==> src/rtl/ssp_pkg.sv <==
// constants shared by the serial peripheral port design
package ssp_pkg;
  // ----------------------------------------------------------------
  // register access
  // ----------------------------------------------------------------
  localparam logic [7:0] SSP_BUFFER_ADDR   = 8'hf7; // serial_port_buffer
  localparam logic [7:0] SSP_CONTROL_ADDR  = 8'he0; // serial_port_control
  localparam logic [7:0] SSP_BUFFER_RST    = 8'h00;
  localparam logic [7:0] SSP_CONTROL_RST   = 8'h00;
  // ----------------------------------------------------------------
  // control field positions
  // ----------------------------------------------------------------
  localparam int SSP_BIT_DONE   = 7;
  localparam int SSP_BIT_WRITE_COLLISION_FLAG   = 6;
  localparam int SSP_BIT_ENABLE = 5;
  localparam int SSP_BIT_ROLE   = 4;
  localparam int SSP_BIT_CLOCK_IDLE_LEVEL   = 3;
  localparam int SSP_BIT_CLOCK_PHASE_SELECT   = 2;
  localparam int SSP_BIT_RATEHI = 1;
  localparam int SSP_BIT_RATELO = 0;
  // ----------------------------------------------------------------
  // transfer constants
  // ----------------------------------------------------------------
  localparam int SSP_BITS_PER_BYTE = 8;
  localparam logic [3:0] SSP_LAST_BIT = 4'h7;
  localparam int SSP_BUF_DEPTH = 2;
  typedef enum logic [1:0] {
    SSP_IDLE  = 2'b00,
    SSP_FIRST = 2'b01,
    SSP_SECND = 2'b10
  } ssp_state_t;
endpackage

==> src/rtl/ssp_rx_buf.sv <==
// two-entry buffer for received bytes, registered read data
`timescale 1ns/1ps
module ssp_rx_buf #(
  parameter int WIDTH = 8,
  parameter int DEPTH = 2
) (
  // clock and reset
  input  wire logic             sys_clk,
  input  wire logic             rstn,
  // fill side
  input  wire logic             in_valid,
  input  wire logic [WIDTH-1:0] in_data,
  output logic                  in_ready,
  // drain side
  output logic                  out_valid,
  input  wire logic             out_ready,
  output logic [WIDTH-1:0]      out_data
);
  localparam int AW = (DEPTH > 1) ? $clog2(DEPTH) : 1;
  logic [WIDTH-1:0] mem_r [DEPTH];
  logic [AW-1:0]    wp_r;
  logic [AW-1:0]    rp_r;
  logic [AW:0]      cnt_r;
  logic             push;
  logic             pop;
  // ----------------------------------------------------------------
  // flags and pointers
  // ----------------------------------------------------------------
  assign push      = in_valid && in_ready;
  assign pop       = out_valid && out_ready;
  assign in_ready  = (cnt_r != (AW+1)'(DEPTH));
  assign out_valid = (cnt_r != '0);
  always_ff @(posedge sys_clk or negedge rstn) begin
    if (!rstn) begin
      wp_r  <= '0;
      rp_r  <= '0;
      cnt_r <= '0;
    end else begin
      if (push) wp_r <= (wp_r == AW'(DEPTH-1)) ? '0 : wp_r + 1'b1;
      if (pop)  rp_r <= (rp_r == AW'(DEPTH-1)) ? '0 : rp_r + 1'b1;
      cnt_r <= cnt_r + (AW+1)'(push) - (AW+1)'(pop);
    end
  end
  // storage cleared at reset so the buffer reads as zero, not unknown, until bytes are written
  always_ff @(posedge sys_clk or negedge rstn) begin
    if (!rstn) begin
      for (int i = 0; i < DEPTH; i++) mem_r[i] <= '0;
    end else if (push) begin
      mem_r[wp_r] <= in_data;
    end
  end
  // read data held in a register, showing the head entry
  always_ff @(posedge sys_clk or negedge rstn) begin
    if (!rstn) begin
      out_data <= '0;
    end else begin
      out_data <= mem_r[rp_r];
    end
  end
endmodule // ssp_rx_buf

==> src/rtl/ssp_port.sv <==
// byte-wide full-duplex serial peripheral port, master or slave role
`timescale 1ns/1ps
module ssp_port
  import ssp_pkg::*;
(
  // clock and reset
  input  wire logic       sys_clk,
  input  wire logic       rstn,
  // register access port
  input  wire logic [7:0] reg_addr,
  input  wire logic       reg_wr,
  input  wire logic       reg_rd,
  input  wire logic [7:0] reg_wdata,
  output logic [7:0]      reg_rdata,
  // serial pins
  input  wire logic       sclk_in,
  output logic            sclk_out,
  output logic            sclk_oe,
  input  wire logic       mosi_in,
  output logic            mosi_out,
  output logic            mosi_oe,
  input  wire logic       miso_in,
  output logic            miso_out,
  output logic            miso_oe,
  input  wire logic       slave_select_n,
  // status toward the core
  output logic            irq_req,
  output logic            spi_owns_pins
);
  ssp_state_t st_r;
  logic [5:0] ctl_r;            // enable, role, clock_idle_level, clock_phase_select, rate
  logic       done_r;
  logic       write_collision_flag_r;
  logic [7:0] tx_r;
  logic [7:0] sh_r;
  logic [3:0] bit_r;
  logic [3:0] div_r;
  logic       sck_r;
  logic       busy_r;
  logic       in_r;             // last sampled data bit, waits for the shift edge
  logic       smp_pend_r;       // master: data pin is sampled in this cycle
  logic       fin_r;            // master phase 1: last bit still to be shifted in
  logic       smp_bit;
  logic       sclk_s1_r, sclk_s2_r, sclk_s3_r;
  logic       ss_s1_r, ss_s2_r, ss_s3_r;
  logic       byte_end;
  logic       rx_ready;
  logic       buf_valid;
  logic [7:0] buf_data;
  logic       buf_pop;
  logic [3:0] div_max;
  logic       en, master, clock_idle_level, clock_phase_select;
  logic       wr_buf, rd_buf, wr_ctl;
  logic       s_lead, s_trail, s_ss_rise, s_ss_fall, s_active;
  // ----------------------------------------------------------------
  // decode
  // ----------------------------------------------------------------
  assign en     = ctl_r[SSP_BIT_ENABLE];
  assign master = ctl_r[SSP_BIT_ROLE];
  assign clock_idle_level   = ctl_r[SSP_BIT_CLOCK_IDLE_LEVEL];
  assign clock_phase_select   = ctl_r[SSP_BIT_CLOCK_PHASE_SELECT];
  assign wr_buf = reg_wr && (reg_addr == SSP_BUFFER_ADDR);
  assign rd_buf = reg_rd && (reg_addr == SSP_BUFFER_ADDR);
  assign wr_ctl = reg_wr && (reg_addr == SSP_CONTROL_ADDR);
  // the pin edge lags the decision by one cycle, so the sample is taken then
  assign smp_bit = smp_pend_r ? miso_in : in_r;
  // half-period length: rate 0..3 gives divide by 2,4,8,16
  always_comb begin
    case (ctl_r[SSP_BIT_RATEHI:SSP_BIT_RATELO])
      2'b00:   div_max = 4'h0;
      2'b01:   div_max = 4'h1;
      2'b10:   div_max = 4'h3;
      2'b11:   div_max = 4'h7;
      default: div_max = 4'h0;
    endcase
  end
  // ----------------------------------------------------------------
  // slave pin synchronisers
  // ----------------------------------------------------------------
  // third stage only feeds the edge detector, never the first stage
  always_ff @(posedge sys_clk or negedge rstn) begin
    if (!rstn) begin
      sclk_s1_r <= 1'b0;
      sclk_s2_r <= 1'b0;
      sclk_s3_r <= 1'b0;
      ss_s1_r   <= 1'b1;
      ss_s2_r   <= 1'b1;
      ss_s3_r   <= 1'b1;
    end else begin
      sclk_s1_r <= sclk_in;
      sclk_s2_r <= sclk_s1_r;
      sclk_s3_r <= sclk_s2_r;
      ss_s1_r   <= slave_select_n;
      ss_s2_r   <= ss_s1_r;
      ss_s3_r   <= ss_s2_r;
    end
  end
  // leading edge leaves the idle level, trailing edge returns to it
  assign s_active  = !master && en && !ss_s2_r;
  assign s_lead    = s_active && (sclk_s2_r != sclk_s3_r) && (sclk_s3_r == clock_idle_level);
  assign s_trail   = s_active && (sclk_s2_r != sclk_s3_r) && (sclk_s2_r == clock_idle_level);
  assign s_ss_fall = !master && en && ss_s3_r && !ss_s2_r;
  assign s_ss_rise = !master && en && !ss_s3_r && ss_s2_r;
  // ----------------------------------------------------------------
  // shift engine
  // ----------------------------------------------------------------
  // the master runs a small state machine; the slave follows its clock
  always_ff @(posedge sys_clk or negedge rstn) begin
    if (!rstn) begin
      st_r     <= SSP_IDLE;
      sh_r     <= 8'h00;
      bit_r    <= 4'h0;
      div_r    <= 4'h0;
      sck_r    <= 1'b0;
      busy_r   <= 1'b0;
      byte_end <= 1'b0;
      in_r       <= 1'b0;
      smp_pend_r <= 1'b0;
      fin_r      <= 1'b0;
    end else begin
      byte_end   <= 1'b0;
      smp_pend_r <= 1'b0;
      if (!en) begin
        st_r   <= SSP_IDLE;
        busy_r <= 1'b0;
        bit_r  <= 4'h0;
        sck_r  <= clock_idle_level;
        fin_r  <= 1'b0;
      end else if (master) begin
        // data pin is read when the clock pin really moves, not at the decision
        if (smp_pend_r) in_r <= miso_in;
        case (st_r)
          SSP_IDLE: begin
            sck_r <= clock_idle_level;
            if (fin_r) begin
              // phase 1: the last trailing sample completes the byte
              sh_r     <= {sh_r[6:0], miso_in};
              fin_r    <= 1'b0;
              busy_r   <= 1'b0;
              byte_end <= 1'b1;
            end else if (wr_buf && rx_ready && !busy_r) begin
              sh_r   <= reg_wdata;
              bit_r  <= 4'h0;
              div_r  <= 4'h0;
              busy_r <= 1'b1;
              st_r   <= SSP_FIRST;
            end
          end
          SSP_FIRST: begin
            // leading edge: phase 1 shifts here, phase 0 samples here
            if (div_r == div_max) begin
              div_r <= 4'h0;
              sck_r <= !clock_idle_level;
              if (clock_phase_select) begin
                if (bit_r != 4'h0) sh_r <= {sh_r[6:0], smp_bit};
              end else begin
                smp_pend_r <= 1'b1;
              end
              st_r <= SSP_SECND;
            end else begin
              div_r <= div_r + 4'h1;
            end
          end
          SSP_SECND: begin
            // trailing edge: phase 0 shifts here, phase 1 samples here
            if (div_r == div_max) begin
              div_r <= 4'h0;
              sck_r <= clock_idle_level;
              if (clock_phase_select) smp_pend_r <= 1'b1;
              else sh_r <= {sh_r[6:0], smp_bit};
              if (bit_r == SSP_LAST_BIT) begin
                st_r <= SSP_IDLE;
                if (clock_phase_select) begin
                  fin_r <= 1'b1;
                end else begin
                  busy_r   <= 1'b0;
                  byte_end <= 1'b1;
                end
              end else begin
                bit_r <= bit_r + 4'h1;
                st_r  <= SSP_FIRST;
              end
            end else begin
              div_r <= div_r + 4'h1;
            end
          end
          default: st_r <= SSP_IDLE;
        endcase
      end else begin
        st_r  <= SSP_IDLE;
        fin_r <= 1'b0;
        if (wr_buf && !busy_r) sh_r <= reg_wdata;
        if (s_ss_fall) bit_r <= 4'h0;
        if (s_lead || s_trail) busy_r <= 1'b1;
        // shift edge: trailing for phase 0, leading after the first bit for phase 1
        if ((s_trail && !clock_phase_select) || (s_lead && clock_phase_select && bit_r != 4'h0)) begin
          sh_r <= {sh_r[6:0], in_r};
        end
        // sample edge: leading for phase 0, trailing for phase 1
        if ((s_lead && !clock_phase_select) || (s_trail && clock_phase_select)) begin
          in_r  <= mosi_in;
          bit_r <= bit_r + 4'h1;
          if (clock_phase_select && bit_r == SSP_LAST_BIT) begin
            sh_r     <= {sh_r[6:0], mosi_in};
            byte_end <= 1'b1;
            busy_r   <= 1'b0;
            bit_r    <= 4'h0;
          end
        end
        if (!clock_phase_select && s_ss_rise && bit_r == 4'(SSP_BITS_PER_BYTE)) begin
          byte_end <= 1'b1;
          busy_r   <= 1'b0;
        end
        if (s_ss_rise && !clock_phase_select) bit_r <= 4'h0;
      end
    end
  end
  // ----------------------------------------------------------------
  // received bytes buffer
  // ----------------------------------------------------------------
  // a new master transfer is held off while both entries are full
  assign buf_pop = rd_buf && buf_valid;
  ssp_rx_buf #(.WIDTH(8), .DEPTH(SSP_BUF_DEPTH)) u_rx_buf (
    .sys_clk   (sys_clk),
    .rstn      (rstn),
    .in_valid  (byte_end),
    .in_data   (sh_r),
    .in_ready  (rx_ready),
    .out_valid (buf_valid),
    .out_ready (buf_pop),
    .out_data  (buf_data)
  );
  // ----------------------------------------------------------------
  // control register and flags
  // ----------------------------------------------------------------
  always_ff @(posedge sys_clk or negedge rstn) begin
    if (!rstn) begin
      ctl_r  <= SSP_CONTROL_RST[5:0];
      done_r <= 1'b0;
      write_collision_flag_r <= 1'b0;
    end else begin
      if (wr_ctl) ctl_r <= reg_wdata[5:0];
      // hardware set wins over any clear in the same cycle
      if (byte_end) done_r <= 1'b1;
      else if (rd_buf || (wr_ctl && !reg_wdata[SSP_BIT_DONE])) done_r <= 1'b0;
      if (wr_buf && busy_r) write_collision_flag_r <= 1'b1;
      else if (wr_ctl && !reg_wdata[SSP_BIT_WRITE_COLLISION_FLAG]) write_collision_flag_r <= 1'b0;
    end
  end
  // ----------------------------------------------------------------
  // outputs, all registered
  // ----------------------------------------------------------------
  always_ff @(posedge sys_clk or negedge rstn) begin
    if (!rstn) begin
      reg_rdata     <= 8'h00;
      sclk_out      <= 1'b0;
      sclk_oe       <= 1'b0;
      mosi_out      <= 1'b0;
      mosi_oe       <= 1'b0;
      miso_out      <= 1'b0;
      miso_oe       <= 1'b0;
      irq_req       <= 1'b0;
      spi_owns_pins <= 1'b0;
    end else begin
      if (reg_rd && reg_addr == SSP_BUFFER_ADDR) begin
        reg_rdata <= buf_data;
      end else if (reg_rd && reg_addr == SSP_CONTROL_ADDR) begin
        reg_rdata <= {done_r, write_collision_flag_r, ctl_r[5:1],
                      master ? ctl_r[SSP_BIT_RATELO] : ss_s2_r};
      end else if (reg_rd) begin
        reg_rdata <= 8'h00;
      end
      sclk_out      <= sck_r;
      sclk_oe       <= en && master;
      mosi_out      <= sh_r[7];
      mosi_oe       <= en && master;
      miso_out      <= sh_r[7];
      miso_oe       <= en && !master && !ss_s2_r;
      irq_req       <= done_r;
      spi_owns_pins <= en;
    end
  end
endmodule // ssp_port

==> config.mk <==
export PLATFORM = sky130hd
export DESIGN_NAME = ssp_port
export DESIGN_NICKNAME = d
export VERILOG_FILES = /design/src/rtl/ssp_pkg.sv /design/src/rtl/ssp_rx_buf.sv /design/src/rtl/ssp_port.sv
export SDC_FILE = /design/constraint.sdc
export NUM_CORES = 1
export LEC_CHECK = 0
export ABC_AREA = 0
export BUFFER_PORTS_ARGS = -buffer_cell sky130_fd_sc_hd__buf_2
export CELL_PAD_IN_SITES_DETAIL_PLACEMENT = 0
export CELL_PAD_IN_SITES_GLOBAL_PLACEMENT = 1
export CORE_MARGIN = 2
export CORE_UTILIZATION = 40
export DETAILED_ROUTE_END_ITERATION = 8
export GPL_TIMING_DRIVEN = 0
export HOLD_SLACK_MARGIN = 0.03
export PLACE_DENSITY_LB_ADDON = 0.1
export SLEW_MARGIN = 20
export SYNTH_ARGS = -nofsm -noshare
export SYNTH_HDL_FRONTEND = slang
export SYNTH_SLANG_ARGS = --single-unit
==> constraint.sdc <==
create_clock -name sys_clk -period 6 [get_ports sys_clk]
set_input_delay 0 -clock sys_clk [delete_from_list [all_inputs] [get_ports sys_clk]]
set_output_delay 0 -clock sys_clk [all_outputs]
set_load 0.02 [all_outputs]
==> flow_metrics.py <==
metrics = {
    "finish": {
        "final_common_cell": "dfrtp_1",
        "nNetsFinal": 454,
        "diodes": 0,
        "layout_common_cells": "dfrtp_1 (77), mux2_2 (40), buf_2 (37)",
        "fill_cells": 914,
        "multi_input_area_um2": 1930,
        "drive_above_1_share_pct": 26.9,
        "syn_to_final_growth_pct": 19.0,
        "regArea_um2": 2010,
    },
    "critical_path": {
        "max_stage_delay_ns": 0.61,
        "cp.required_ns": 6.27,
        "cp-end-kind": "flop",
        "cp_max_fo": 9,
        "crit_slowest_cell": "nor4_2",
        "cp_top_family": "simple AND/OR/NAND/NOR gates",
        "cp.arrival_ns": 2.87,
        "path_buf_inv": 1,
        "start_kind": "flop",
        "worst-setup-path-type": "reg2reg",
        "worstPathCellList": "inv_1 -> ha_1 -> nor3b_1 -> a211oi_1 -> o21a_1 -> nor4_2 -> a222oi_1 -> o2bb2ai_1",
    },
    "routing": {
        "drt_first_pass_iters": 5,
        "drt_iter0_markers": 186,
        "post-route-drc-count": 0,
        "wire_per_inst_um": 17.5,
        "vias_per_cell": 5.50,
        "routed_wl_mm": 9.74,
        "vias": 3063,
        "detail-route-antenna-nets": 0,
    },
    "synth": {
        "synth-seq-cells": 80,
        "synth_top_family_by_area": "compound AO/OA/AOI/OAI gates",
        "synthFlopType": "dfrtp_1",
        "yosys.area_share.simple_pct": 13.7,
        "synth.area.mux_share_pct": 12.2,
        "synth_area_um2": 4030,
        "post_synth_inst_count": 356,
        "ys_seq_area_share_pct": 49.8,
        "synth_edf_count": 0,
        "syn_nets": 390,
        "async_reset_ff_share_pct": 100,
        "synth_cell_type_count": 58,
        "synth-compound-area-share_pct": 17.4,
        "synthAdderAreaFrac_pct": 3.11,
        "avgSynthCellArea_um2": 11.3,
        "yosysWarningCount": 0,
        "synthXorXnorAreaFrac_pct": 1.52,
    },
    "floorplan": {
        "num_rows": 36,
        "die_y_um": 104,
        "ios": 40,
        "coreArea_um2": 9770,
        "die_area_um2": 10900,
        "fp.dieW_um": 104,
        "start_util_pct": 41.2,
    },
    "global_routing": {
        "grt_max_degree": 45,
        "grtUsageTotal_pct": 18.7,
        "grt_pass1_wl_mm": 16.1,
        "gr-total-overflow": 0,
        "antenna_found_initial": 0,
        "grt_pass1_vias": 3041,
    },
    "min_path": {
        "hold_path.class": "in2reg",
    },
    "timing": {
        "drv_slew": 0,
        "max_freq_mhz": 384,
        "tns_ns": 0,
        "setup_viol": 0,
        "slew_headroom_pct": 45.1,
        "post-route-period-util_pct": 43.4,
        "period_needed_ns": 2.60,
        "hold_ws_ns": 0.111,
        "hold_violations": 0,
        "worst_slew_pin_slew_ns": 0.820,
        "rsz0062_at_grt": "no",
        "fin_skew_ns": 0.00757,
    },
    "clocking": {
        "clock-sinks": 80,
        "cts_tree": "done",
        "clkLatencyLatePin_ns": 0.35,
        "clk_pin_slew_worst_paths_ns": 0.09,
        "root_buffer": "clkbuf_8",
        "cts-htree-levels": 3,
        "post_cts_buffers": 0,
        "cts_buffers": 9,
        "clk_path_buf_depth": 2,
    },
    "power_and_ir_drop": {
        "powerDensity_nw_per_um2": 238,
        "peakVddDrop_mv": 0.119,
        "p_leak_nw": 2.17,
    },
    "outcome": {
        "outcome": "complete, no violations",
    },
    "run": {
        "cap_violations": 0,
    },
    "place": {
        "io_buffers": 38,
        "gp_congestion": 0.762,
        "dp_hpwl_mm": 6.92,
    },
}
[path summary, 6_finish.rpt]
kind | start | to | slack (ns) | cells after the start
setup / recovery | bit_r[0]$_DFFE_PN0P_ | sh_r[3]$_DFFE_PN0P_ | 3.40 | 8
hold / removal | mosi_in | in_r$_DFFE_PN0P_ | 0.11 | 4
setup reg to reg | bit_r[0]$_DFFE_PN0P_ | sh_r[3]$_DFFE_PN0P_ | 3.40 | 8
hold reg to reg | sclk_s1_r$_DFF_PN0_ | sclk_s2_r$_DFF_PN0_ | 0.36 | 0
max in group asynchronous | rstn | u_rx_buf.mem_r[13]$_DFFE_PN0P_ | 5.25 | 3
min in group asynchronous | rstn | div_r[1]$_DFFE_PN0P_ | 0.16 | 2
[worst reg2reg max path: cells and delay by family (launching register included)]
kind	cells	cell delay, ns
and+or+nand+nor	2	0.98
AOI/OAI and AO/OA	4	0.87
DFF	1	0.44
adders and majority gates	1	0.15
buffers and inverters	1	0.08
[report_power, final]
part | leakage (nW) | total [mW] | internal, mW | switching, mW
Sequential | 1.08 | 0.564 | 0.553 | 0.0115
Clock | 0.120 | 0.487 | 0.277 | 0.210
Combinational | 0.969 | 0.0900 | 0.0368 | 0.0532
[area by class of cell]
| cell class | count | share of cell area, % |
|---|---|---|
| tap | 133 | 3.47 |
| clock buffer | 9 | 2.58 |
| multi-input combinational | 253 | 40.2 |
| clock inverter | 6 | 2.43 |
| buffer | 12 | 1.10 |
| sequential | 80 | 41.8 |
| timing repair buffer | 53 | 7.51 |
| inverter | 11 | 0.861 |
[cell families (layout without fill, tap and decap cells)]
| group | after synthesis | count (layout) |
|---|---|---|
| fa+ha+maj | 10 | 10 |
| xor+xnor | 7 | 7 |
| buf+inv | 23 | 91 |
| mux | 44 | 44 |
| compound gates | 92 | 92 |
| flops | 80 | 80 |
| simple gates | 100 | 100 |
[metal layers]
layer,up-vias,global-route usage (%),share of wire (%)
met3,17,3.20,3.7
met5,-,0,0
met4,0,5.79,1.6
li1,1453,-,-
met1,1521,27.4,51
met2,72,28.2,43
[flip-flops by register name (all words and copies together) (netlist names), 2 cells and up]
signal / cells
u_rx_buf.out_data: 8
reg_rdata: 8
st_r: 2
div_r: 4
ctl_r: 6
bit_r: 4
sh_r: 8
u_rx_buf.mem_r: 16
u_rx_buf.cnt_r: 2
[stage by stage]
stage | utilization (%) | worst slack [ns] | instance area (um2) | cells | total power, mW
global route | 49.1 | 3.19 | 4800 | 557 | 1.19
finish | 49.1 | 3.40 | 4800 | 557 | 1.14
floorplan | - | 3.88 | 4030 | 356 | 0.617
CTS | 49.1 | 3.39 | 4800 | 557 | 1.16
global placement | 44.9 | 3.44 | 4390 | 527 | 0.656
detailed placement | 45.2 | 3.42 | 4420 | 528 | 0.659
[synthesized netlist by cell type (2+ instances only)]
cell | number | area share (%)
dfrtp_1 | 77 | 48
mux2_2 | 40 | 11
nor2_1 | 27 | 2.5
a21oi_1 | 22 | 2.7
nand2_1 | 19 | 1.8
o21ai_0 | 17 | 2.1
inv_1 | 11 | 1.0
a22oi_1 | 10 | 1.9
ha_1 | 10 | 3.1
clkbuf_1 | 9 | 0.84
o2bb2ai_1 | 9 | 2.0
a222oi_1 | 7 | 1.7
nand2b_1 | 7 | 1.1
nand3_1 | 6 | 0.75
nor2b_1 | 6 | 0.93
xnor2_1 | 6 | 1.3
and2_1 | 4 | 0.62
mux2i_1 | 4 | 0.99
nand3b_1 | 4 | 0.75
nor3_1 | 4 | 0.50
or2_2 | 4 | 0.62
and4_1 | 3 | 0.65
dfstp_2 | 3 | 2.0
nand4_1 | 3 | 0.47
o211ai_1 | 3 | 0.56
a2111oi_0 | 2 | 0.43
a2111oi_4 | 2 | 1.4
a211oi_1 | 2 | 0.37
and3b_1 | 2 | 0.43
buf_4 | 2 | 0.37
nor4_2 | 2 | 0.62
o21a_1 | 2 | 0.37
o221ai_1 | 2 | 0.43
[repair_timing]
action                    CTS  global route
gates resized for setup     0             0
hold buffers               14             0
hold endpoints to repair   54             0
(Power assumes the default switching activity.)
